File: src/caf_pkg.sv
// Purpose: Shared constants for the CAN acceptance filter control block
// Assumes: 32-bit APB, two register words (control and status)
// Notes:   Four filters share one byte layout
package caf_pkg;
   localparam int          NUM_FILTERS     = 4;
   localparam int          FIRST_FILTER    = 16;
   localparam int          FLT_BYTE_W      = 8;
   localparam int          EN_POS          = 7;
   localparam int          MSEL_LSB        = 5;
   localparam int          MSEL_W          = 2;
   localparam int          FSEL_LSB        = 0;
   localparam int          FSEL_W          = 5;
   localparam logic [11:0] CTRL_OFFSET     = 12'h000;
   localparam logic [11:0] STATUS_OFFSET   = 12'h004;
   localparam logic [31:0] CTRL_RESET      = 32'h0000_0000;
   localparam logic [31:0] RDZERO          = 32'h0000_0000;

   typedef logic [FLT_BYTE_W-1:0] caf_byte_type;

   typedef struct packed {
      logic [MSEL_W-1:0] mask_sel;
      logic [FSEL_W-1:0] fifo_sel;
      logic              enable;
   } caf_filter_type;

   function automatic caf_filter_type caf_decode(input caf_byte_type b);
      caf_filter_type f;
      f.enable   = b[EN_POS];
      f.mask_sel = b[MSEL_LSB +: MSEL_W];
      f.fifo_sel = b[FSEL_LSB +: FSEL_W];
      return f;
   endfunction
endpackage

File: src/caf_byte_if.sv
// Purpose: Carries one filter byte write request and the held byte
// Assumes: Single clock
// Notes:   Used between top and byte slice
interface caf_byte_if;
   logic                 wr;
   logic [7:0]           wdata;
   logic [7:0]           value;
   logic                 blocked;
   modport ctrl (output wr, output wdata, input value, input blocked);
   modport slice (input wr, input wdata, output value, output blocked);
endinterface

File: src/caf_filter_slice.sv
// Purpose: Holds one filter control byte and guards its configuration
// Assumes: Writes come pre-decoded from the bus slave
// Notes:   Enable bit is always writable
module caf_filter_slice
   import caf_pkg::*;
(
   input wire logic pclk,
   input wire logic presetn,
   caf_byte_if.slice bif
);
   typedef struct packed {
      logic [7:0] val;
      logic       blk;
   } caf_slice_state_type;

   caf_slice_state_type s_q;
   caf_slice_state_type s_d;

   always_comb begin
      s_d     = s_q;
      s_d.blk = 1'b0;
      if (bif.wr) begin
         s_d.val[EN_POS] = bif.wdata[EN_POS];
         if (!s_q.val[EN_POS]) begin
            s_d.val[EN_POS-1:0] = bif.wdata[EN_POS-1:0];
         end else if (bif.wdata[EN_POS-1:0] != s_q.val[EN_POS-1:0]) begin
            s_d.blk = 1'b1;
         end
      end
   end

   always_ff @(posedge pclk or negedge presetn) begin
      if (!presetn) begin
         s_q <= '0;
      end else begin
         s_q <= s_d;
      end
   end

   assign bif.value   = s_q.val;
   assign bif.blocked = s_q.blk;
endmodule // caf_filter_slice

File: src/caf_filter_ctrl.sv
// Purpose: APB control register for acceptance filters 16 to 19
// Assumes: APB3 slave, zero wait states, 32-bit data
// Notes:   Outputs feed the match engine and receive FIFOs
//
// Operation
// - Bit 31 enables filter 19; clear means it accepts nothing.
// - Bits 30-29 choose acceptance mask 0 to 3 for filter 19.
// - Bits 28-24 name the receive FIFO 0 to 31 for filter 19.
// - Filter 18 uses bits 23, 22-21 and 20-16 the same way.
// - Mask and FIFO fields change only while that filter is disabled.
//
// The implementer's own choices: the register addresses and the APB interface to the registers.
module caf_filter_ctrl
   import caf_pkg::*;
(
   input  wire logic        pclk,
   input  wire logic        presetn,
   input  wire logic        psel,
   input  wire logic        penable,
   input  wire logic        pwrite,
   input  wire logic [11:0] paddr,
   input  wire logic [31:0] pwdata,
   output logic             pready,
   output logic [31:0]      prdata,
   output logic             pslverr,
   output logic [3:0]       per_filter_enable,
   output logic [7:0]       filter_mask_select,
   output logic [19:0]      filter_fifo_select
);
   import caf_pkg::*;

   typedef struct packed {
      logic [31:0] rdata;
      logic [3:0]  en;
      logic [7:0]  msel;
      logic [19:0] fsel;
      logic [3:0]  locked_sticky;
   } caf_top_state_type;

   caf_top_state_type st_q;
   caf_top_state_type st_d;
   logic [31:0]       ctrl_word;
   logic [3:0]        blk_vec;
   logic              acc;
   logic              wr_ctrl;

   assign acc     = psel && penable;
   assign wr_ctrl = acc && pwrite && (paddr == CTRL_OFFSET);

   genvar g;
   generate
      for (g = 0; g < NUM_FILTERS; g++) begin : g_flt
         caf_byte_if bif ();
         assign bif.wr    = wr_ctrl;
         assign bif.wdata = pwdata[g*FLT_BYTE_W +: FLT_BYTE_W];
         assign ctrl_word[g*FLT_BYTE_W +: FLT_BYTE_W] = bif.value;
         assign blk_vec[g] = bif.blocked;
         caf_filter_slice u_slice (
            .pclk    (pclk),
            .presetn (presetn),
            .bif     (bif)
         );
      end
   endgenerate

   always_comb begin
      caf_filter_type f;
      f     = '0;
      st_d  = st_q;
      for (int i = 0; i < NUM_FILTERS; i++) begin
         f = caf_decode(ctrl_word[i*FLT_BYTE_W +: FLT_BYTE_W]);
         st_d.en[i]              = f.enable;
         st_d.msel[i*2 +: 2]     = f.mask_sel;
         st_d.fsel[i*5 +: 5]     = f.fifo_sel;
      end
      st_d.locked_sticky = st_q.locked_sticky | blk_vec;
      if (acc && pwrite && paddr == STATUS_OFFSET) begin
         st_d.locked_sticky = blk_vec | (st_q.locked_sticky & ~pwdata[3:0]);
      end
      st_d.rdata = RDZERO;
      if (psel && !penable && !pwrite) begin
         case (paddr)
            CTRL_OFFSET:   st_d.rdata = ctrl_word;
            STATUS_OFFSET: st_d.rdata = {28'h0000000, st_d.locked_sticky};
            default:       st_d.rdata = RDZERO;
         endcase
      end
   end

   always_ff @(posedge pclk or negedge presetn) begin
      if (!presetn) begin
         st_q <= '0;
      end else begin
         st_q <= st_d;
      end
   end

   assign pready             = 1'b1;
   assign pslverr            = 1'b0;
   assign prdata             = st_q.rdata;
   assign per_filter_enable  = st_q.en;
   assign filter_mask_select = st_q.msel;
   assign filter_fifo_select = st_q.fsel;
endmodule // caf_filter_ctrl

File: config.mk
export PLATFORM = sky130hd
export DESIGN_NAME = caf_filter_ctrl
export DESIGN_NICKNAME = d
export VERILOG_FILES = /design/src/caf_pkg.sv /design/src/caf_byte_if.sv /design/src/caf_filter_slice.sv /design/src/caf_filter_ctrl.sv
export SDC_FILE = /design/constraint.sdc
export NUM_CORES = 1
export LEC_CHECK = 0
export BUFFER_PORTS_ARGS = -buffer_cell sky130_fd_sc_hd__clkbuf_2
export CAP_MARGIN = 20
export CELL_PAD_IN_SITES_DETAIL_PLACEMENT = 1
export CELL_PAD_IN_SITES_GLOBAL_PLACEMENT = 1
export CORE_MARGIN = 5
export CORE_UTILIZATION = 44
export CTS_BUF_LIST = sky130_fd_sc_hd__clkbuf_2 sky130_fd_sc_hd__clkbuf_4 sky130_fd_sc_hd__clkbuf_8
export DETAILED_ROUTE_END_ITERATION = 8
export PLACE_DENSITY = 0.92
export SETUP_SLACK_MARGIN = 0.15
export SYNTH_ARGS = -nofsm -noshare
export SYNTH_HDL_FRONTEND = slang
export SYNTH_SLANG_ARGS = --single-unit
File: constraint.sdc
create_clock -name pclk -period 1.6 [get_ports pclk]
set_input_delay 0.4 -clock pclk [delete_from_list [all_inputs] [get_ports pclk]]
set_output_delay 0.4 -clock pclk [all_outputs]
set_load 0.1 [all_outputs]
# ---- After elaboration in Yosys (flattened, before gate mapping)
# Cells that the tools add are included.
dict set report word_totals {
  output_inout_bits 66
  register_bits 104
}
dict set report op_classes {
  eq_ne 5
  n_reduce_logical 13
  bitwise 8
  mux 15
}
# cell count
set op_table {}
lappend op_table {{one-hot mux 32 bit (2 select lines)} 1}
lappend op_table {{two-way mux 32 bit} 1}
lappend op_table {{inequality test 7 bit} 4}
lappend op_table {{equality test 12 x 3 -> 1 bit (second input constant)} 1}
lappend op_table {{zero test 12 bit} 1}
lappend op_table {{two-way mux 1 bit} 12}
lappend op_table {{OR 4 bit} 2}
lappend op_table {{AND reduction 2 bit} 4}
lappend op_table {{logical AND 1 bit} 6}
lappend op_table {{AND 4 bit} 1}
lappend op_table {{two-way mux 4 bit} 1}
lappend op_table {{inverter 1 bit} 4}
lappend op_table {{inverter 4 bit} 1}
lappend op_table {{zero test 1 bit} 2}

# ---- Logic depth before layout (Yosys ltp)
# Gate-level depths: netlist (run 1).
dict set report depth {
  word_depth 6
  mapped_depth 5
  mapped_depth_nobuf 4
}

# ---- Cells and area by module
# A second synthesis (run 1) with hierarchy kept.
dict set report unflattened {
  cells_unflattened 316
  area_unflattened_um2 4401.7
}
# module n_inst cells_per_inst seq_area_each_um2 area_each_um2
set by_module_without_submodules {}
lappend by_module_without_submodules {caf_filter_ctrl 1 200 1701.6 2615.0}
lappend by_module_without_submodules {caf_filter_slice 4 29 225.2 446.7}

# ---- Worst setup path before layout (run 1)
# Ideal clock, no wire load.
dict set report synth_path {
  path_kind {input port to flip-flop}
  startpoint {input port paddr[9]}
  endpoint {register g_flt[0].u_slice.s_q (netlist bit g_flt[0].u_slice.bif.value[0])}
  t_required_ns 1.475
  arrival_ns 1.745
  setup_time_ns 0.125
  stages 4
  setup_slack_ns -0.270
  cell_sequence {nor4_4 nand4_4 nor2_8 mux2_4}
}
dict set report synth_between {
  elab_chain_cells 3
}
# element line_no
set synth_lines {}
lappend synth_lines {{start, declared} caf_filter_ctrl.sv:21} ;# input wire logic [11:0] paddr,
lappend synth_lines {{zero test 12 bit} caf_filter_ctrl.sv:48} ;# assign wr_ctrl = acc && pwrite && (paddr == CTRL_OFFSET);
lappend synth_lines {{logical AND 1 bit} caf_filter_ctrl.sv:48}
lappend synth_lines {{AND reduction 2 bit (no source line)} -}
lappend synth_lines {{end signal, assigned} caf_filter_slice.sv:34} ;# s_q <= '0;
lappend synth_lines {{end signal, assigned} caf_filter_slice.sv:36} ;# s_q <= s_d;
lappend synth_lines {{end, declared} caf_filter_slice.sv:16} ;# caf_slice_state_type s_q;
# No other way between the ends.
# A chain may end at the register's enable or synchronous reset.

==> flow_summary_export.csv, run 1 <==
group,metric,value,unit
yosys,ys_types,26,
clocking,cts.clk_slew.worst_paths,0.10,ns
route,wirelength,9839,um
clocking,cts_buffers,9,
global_route,grt_overflow,0,
finish,final_nets,440,
yosys,syn_area_per_cell,14.05,um^2
finish,layout-drive-gt1-share,56.31,%
setup_path,critPathLaunchType,"input port",
run_status,status,"finished, final reports clean",
global_route,grt_pass1_vias,2813,
power_and_ir_drop,power.density,789.1,mW/mm^2
setup_path,cp_num_buf_inv,3,
clocking,cts_tree,"built",
setup_path,critPathMaxStageDelay,0.33,ns
global_route,track_usage,16.81,%
clocking,clkLatencyLatePin,0.37,ns
finish,synthToLayoutAreaGrowth,29.23,%
setup_path,path_class,"input port to register",
floorplan,core,0.009684,mm^2
timing,fmax,0.6647,GHz
route,drc_errors,0,
route,avgViaCountPerCell,4.656,
timing,skew,0.01014,ns
power_and_ir_drop,total_power,4.426,mW
floorplan,die-width,109.3,um
timing,maxSlewViolCount,0,
setup_path,crit_chain,"clkbuf_2 -> nor4b_4 -> buf_4 -> and3_4 -> and3b_2 -> clkbuf_16 -> and2_4",
power_and_ir_drop,vdd_drop_max,0.5764,mV
power_and_ir_drop,p_leak,2.927,nW
yosys,synth_top_area_cell,"dfrtp_1",
route,antenna_left,0,
global_route,grt_max_degree,59,
floorplan,start_util,44.82,%
setup_path,required,1.91,ns
route,wl_per_cell,18.60,um
global_route,antenna_found_initial,0,
min_path,min_path_type,"input port to async pin",
route,drt_iter0_drc,56,
setup_path,cp-end-kind,"register",
timing,period_share,94.03,%
yosys,synthCells,309,
setup_path,crit_fanout,8,
finish,layoutNonFillerInstCount,529,
yosys,synth_fp_nets,358,
clocking,clock_sinks,104,
floorplan,row_count,36,
placement,dpl.hpwl,6988,um
route,vias,2463,
run,maxCapViolations,0,
finish,num-fill-cells,950,
global_route,grt_first_pass_wirelength,14970,um
timing,min_period,1.504,ns
setup_path,critPathArrivalTime,1.82,ns
yosys,ys_seq_area_share,59.96,%
yosys,synth_area_leaders,"dfrtp_1, buf_4, mux2_2, and2_1, xor2_1",
timing,rsz0062_at_grt,"true",
clocking,cts-root-buf,"clkbuf_8",
yosys,netlist.area_leader.share,59.96,%
placement,gp_congestion,0.7757,
clocking,htree_levels,3,
yosys,synthesis.area,0.004340,mm^2
setup_path,cpLargestDelayFamily,"simple AND/OR/NAND/NOR gates",
timing,setup_violations,0,
clocking,clock_path_buffers,2,
setup_path,cpMaxStageDelayCell,"and3b_2",
floorplan,num_io_pins,115,
placement,numPortBuffers,112,
yosys,ys.warnings.count,0,
timing,hold_viol,0,
placement,dp.cells,500,
route,drtPass1Iterations,4,
floorplan,dieArea,0.01195,mm^2
floorplan,die_h,109.3,um
yosys,ys_ff_latch,104,
finish,diodes,0,
cell usage after synthesis, drive strengths merged:
library cell	count
inv	4
dfrtp	104
and4	4
nor4	6
clkbuf	2
xnor2	12
nor2	5
a21oi	4
conb	2
mux2	32
nand3	1
and3b	2
and3	5
o2bb2ai	4
nand4	9
and2	29
nor4b	1
buf	67
xor2	16
timing repair:
action	in CTS	in global routing
setup endpoints to repair	91	88
pin swaps	3	12
setup buffers	3	8
gates cloned	0	2
hold buffers	0	0
gates resized for setup	98	71
layout by cell type, fill, tap and decap left out, types with 4 or more instances in the layout:
| cell | n |
|---|---|
| dfrtp_1 | 104 |
| a21oi_1 | 4 |
| clkbuf_2 | 44 |
| and3_1 | 4 |
| mux2_4 | 18 |
| and2_4 | 19 |
| xnor2_1 | 12 |
| buf_6 | 13 |
| clkbuf_8 | 44 |
| inv_1 | 4 |
| and4_1 | 4 |
| xor2_1 | 16 |
| nor2_8 | 4 |
| o2bb2ai_2 | 4 |
| nand4_1 | 8 |
| mux2_2 | 13 |
| buf_4 | 41 |
| and2_1 | 10 |
worst reg2reg max path, stage by stage (launching register included):
cell	delay, ns
dfrtp_1	0.44
xor2_1	0.19
nor4_1	0.31
nand4_1	0.15
and3_1	0.20
cells by family after synthesis:
family / after synthesis / synth area share, %
xor gates and xnor gates: 28 / 5.650
muxes: 32 / 8.907
AOI/OAI and AO/OA: 8 / 1.268
and+or+nand+nor: 62 / 11.93
DFF: 104 / 59.96
buffers and inverters: 73 / 12.11
other: 2 / 0.1730
report_power, final:
group          switching [mW]  internal [mW]  leakage, nW
logic                   0.156          0.101         1.38
clock network           0.935          0.604       0.0950
registers             0.00198           2.63         1.45
total                    1.09           3.33         2.93
registers in the layout, summed over array words and instances, names as in the netlist:
signal and cells:
g_flt.u_slice.bif.value 32, prdata 32, filter_fifo_select 20, filter_mask_select 8
g_flt.u_slice.bif.blocked 4, per_filter_enable 4, st_q 4
through the flow:
stage          utilization (%)  setup WS, ns  hold WS [ns]  setup TNS, ns  cell area [um^2]
2_1_floorplan                -       -0.2580        0.1044         -7.374              4352
3_3_place_gp             48.85       -0.2716        0.4072         -13.89              4731
3_5_place_dp             48.85       -0.3457        0.4159         -17.62              4731
4_1_cts                  54.91       0.08946      0.007438              0              5318
5_1_grt                  57.92       0.05923      0.006553              0              5609
6_report                 57.92       0.09555       0.01293              0              5609
layout make-up:
| class | count | area, um^2 | area share [%] |
|---|---|---|---|
| Clock buffer | 10 | 131.4 | 2.342 |
| Clock inverter | 6 | 48.80 | 0.8700 |
| Inverter | 4 | 15.01 | 0.2677 |
| Multi-Input combinational cell | 132 | 1349 | 24.05 |
| Sequential cell | 104 | 2603 | 46.40 |
| Tap cell | 133 | 166.4 | 2.967 |
| Timing Repair Buffer | 140 | 1296 | 23.11 |
routing by layer:
layer	track usage (%)	part of all wire, %	up-vias
met4	5.432	1.9	0
met3	4.991	6.0	14
li1	-	-	1119
met2	29.86	53	83
met5	0	0	-
met1	19.40	39	1247
worst paths after layout:
| check | startpoint | endpoint | slack, ns | cells after the start |
|---|---|---|---|---|
| worst max-delay path | paddr[1] | prdata[28] | 0.1 | 7 |
| worst min-delay path | presetn | filter_mask_select[7] | 0.01 | 2 |
| worst max register to register | g_flt[3].u_slice.bif.value[0] | g_flt[3].u_slice.bif.blocked | 0.22 | 4 |
| worst min register to register | g_flt[2].u_slice.bif.value[0] | filter_fifo_select[10] | 0.44 | 0 |
| max in group asynchronous | presetn | g_flt[0].u_slice.bif.value[2] | 1.31 | 2 |
| min in group pclk | pwdata[23] | g_flt[2].u_slice.bif.value[7] | 0.27 | 2 |
Power figures use the tool's default switching activity.
==> run 2: changes to the inputs <==
Settings changed: RECOVER_POWER from default to 50.
==> run 2 against run 1 <==
First-iteration DRC count grew 25%. Critical path depth is the same. Count of clock-buffer cells in the layout is the same. Cell count is the same. Die area is the same. Global-route usage is the same. Via count grew 0.41%.
==> flow_summary_export.csv, run 2 (synthesis results as in run 1) <==
group,metric,value,unit
run_status,status,"finished, final reports clean",
floorplan,die_h,109.3,um
power_and_ir_drop,power.density,792.0,mW/mm^2
clocking,cts.clk_slew.worst_paths,0.11,ns
timing,maxSlewViolCount,0,
timing,hold_slack,0.2702,ns
floorplan,core,0.009684,mm^2
clocking,cts_buffers,9,
timing,worst_slew_pin_slew,1.264,ns
timing,setup_violations,0,
setup_path,critPathMaxStageDelay,0.33,ns
setup_path,cpMaxStageDelayCell,"and3b_2",
clocking,hold_buffers,0,
floorplan,dieArea,0.01195,mm^2
global_route,grt_max_degree,59,
timing,min_period,1.508,ns
finish,final_nets,440,
setup_path,path_class,"input port to register",
clocking,clkLatencyLatePin,0.38,ns
placement,gp_congestion,0.7757,
setup_path,cp_num_buf_inv,3,
global_route,antenna_found_initial,0,
timing,maxSlewHeadroom,15.74,%
floorplan,num_io_pins,115,
timing,skew,0.01010,ns
min_path,min_path_type,"input port to register",
setup_path,critPathLaunchType,"input port",
finish,diodes,0,
finish,fin_area,0.005572,mm^2
placement,numPortBuffers,112,
clocking,cts-root-buf,"clkbuf_8",
global_route,grt_pass1_vias,2813,
finish,num-fill-cells,952,
route,drc_errors,0,
timing,fin_ws,0.09168,ns
power_and_ir_drop,total_power,4.413,mW
route,wirelength,9826,um
timing,hold_viol,0,
route,drt_iter0_drc,70,
clocking,clock_path_buffers,2,
run,maxCapViolations,0,
route,antenna_left,0,
setup_path,required,1.91,ns
route,avgViaCountPerCell,4.675,
global_route,track_usage,16.81,%
setup_path,crit_fanout,8,
floorplan,start_util,44.82,%
placement,dp_slack,-0.3457,ns
setup_path,cp-end-kind,"register",
floorplan,row_count,36,
finish,multiInputGateArea,0.001349,mm^2
finish,layout-drive-gt1-share,55.81,%
timing,period_share,94.27,%
finish,layout_common_cells,"dfrtp_1, clkbuf_2, clkbuf_8",
clocking,clock_sinks,104,
placement,dpl.hpwl,6988,um
setup_path,critPathArrivalTime,1.82,ns
route,wl_per_cell,18.57,um
timing,fmax,0.6630,GHz
timing,rsz0062_at_grt,"true",
global_route,grt_first_pass_wirelength,14970,um
power_and_ir_drop,p_leak,2.908,nW
timing,final.setup.tns,0,ns
floorplan,die-width,109.3,um
setup_path,cpLargestDelayFamily,"simple AND/OR/NAND/NOR gates",
finish,synthToLayoutAreaGrowth,28.37,%
global_route,grt_overflow,0,
route,vias,2473,
finish,ff_latch_area,0.002603,mm^2
route,drtPass1Iterations,3,
clocking,cts_tree,"built",
placement,placed_area,0.004731,mm^2
finish,final_common_cell,"dfrtp_1",
setup_path,crit_chain,"clkbuf_2 -> nor4b_4 -> buf_4 -> and3_4 -> and3b_2 -> clkbuf_16 -> and2_4",
power_and_ir_drop,vdd_drop_max,0.5781,mV
clocking,htree_levels,3,
-- run 2: area by class of cell --
class	count	area share (%)
clock buffers	10	2.358
clock inverters	6	0.8758
inverters	4	0.2695
multi-input cells	132	24.21
flip-flops and latches	104	46.71
well taps	133	2.987
repair buffers	140	22.59
-- run 2: path summary, 6_finish.rpt --
check / start / depth (start not counted) / end / slack [ns]
max: paddr[1] / 7 / prdata[28] / 0.09
min: pwdata[23] / 2 / g_flt[2].u_slice.bif.value[7] / 0.27
max reg2reg: g_flt[3].u_slice.bif.value[0] / 4 / g_flt[3].u_slice.bif.blocked / 0.22
min reg2reg: g_flt[2].u_slice.bif.value[0] / 0 / filter_fifo_select[10] / 0.44
max in group asynchronous: presetn / 2 / filter_fifo_select[11] / 0.39
min in group asynchronous: presetn / 2 / filter_mask_select[7] / 0.36
-- run 2: stage by stage --
step,cells,utilization (%)
finish,529,57.53
global route,529,57.53
CTS,519,54.91
detailed placement,500,48.85
global placement,500,48.85
floorplan,309,-
-- run 2: repair_timing --
item,CTS,global route
setup endpoints to repair,91,88
pin swaps,3,12
resized for setup,98,71
buffers inserted,3,8
cloned,0,2
-- run 2: report_power, final --
group	total, mW	switching, mW	internal (mW)	leakage [nW]
Combinational	0.245	0.154	0.0909	1.36
Sequential	2.63	0.00198	2.63	1.45
Clock	1.54	0.934	0.604	0.0950
Total	4.41	1.09	3.32	2.91
-- run 2: metal layers --
layer | vias up | wire length, um | track usage, %
li1 | 1118 | - | -
met2 | 81 | 5243 | 29.86
met1 | 1258 | 3811 | 19.40
met4 | 0 | 199 | 5.432
met3 | 16 | 572 | 4.991
met5 | - | 0 | 0
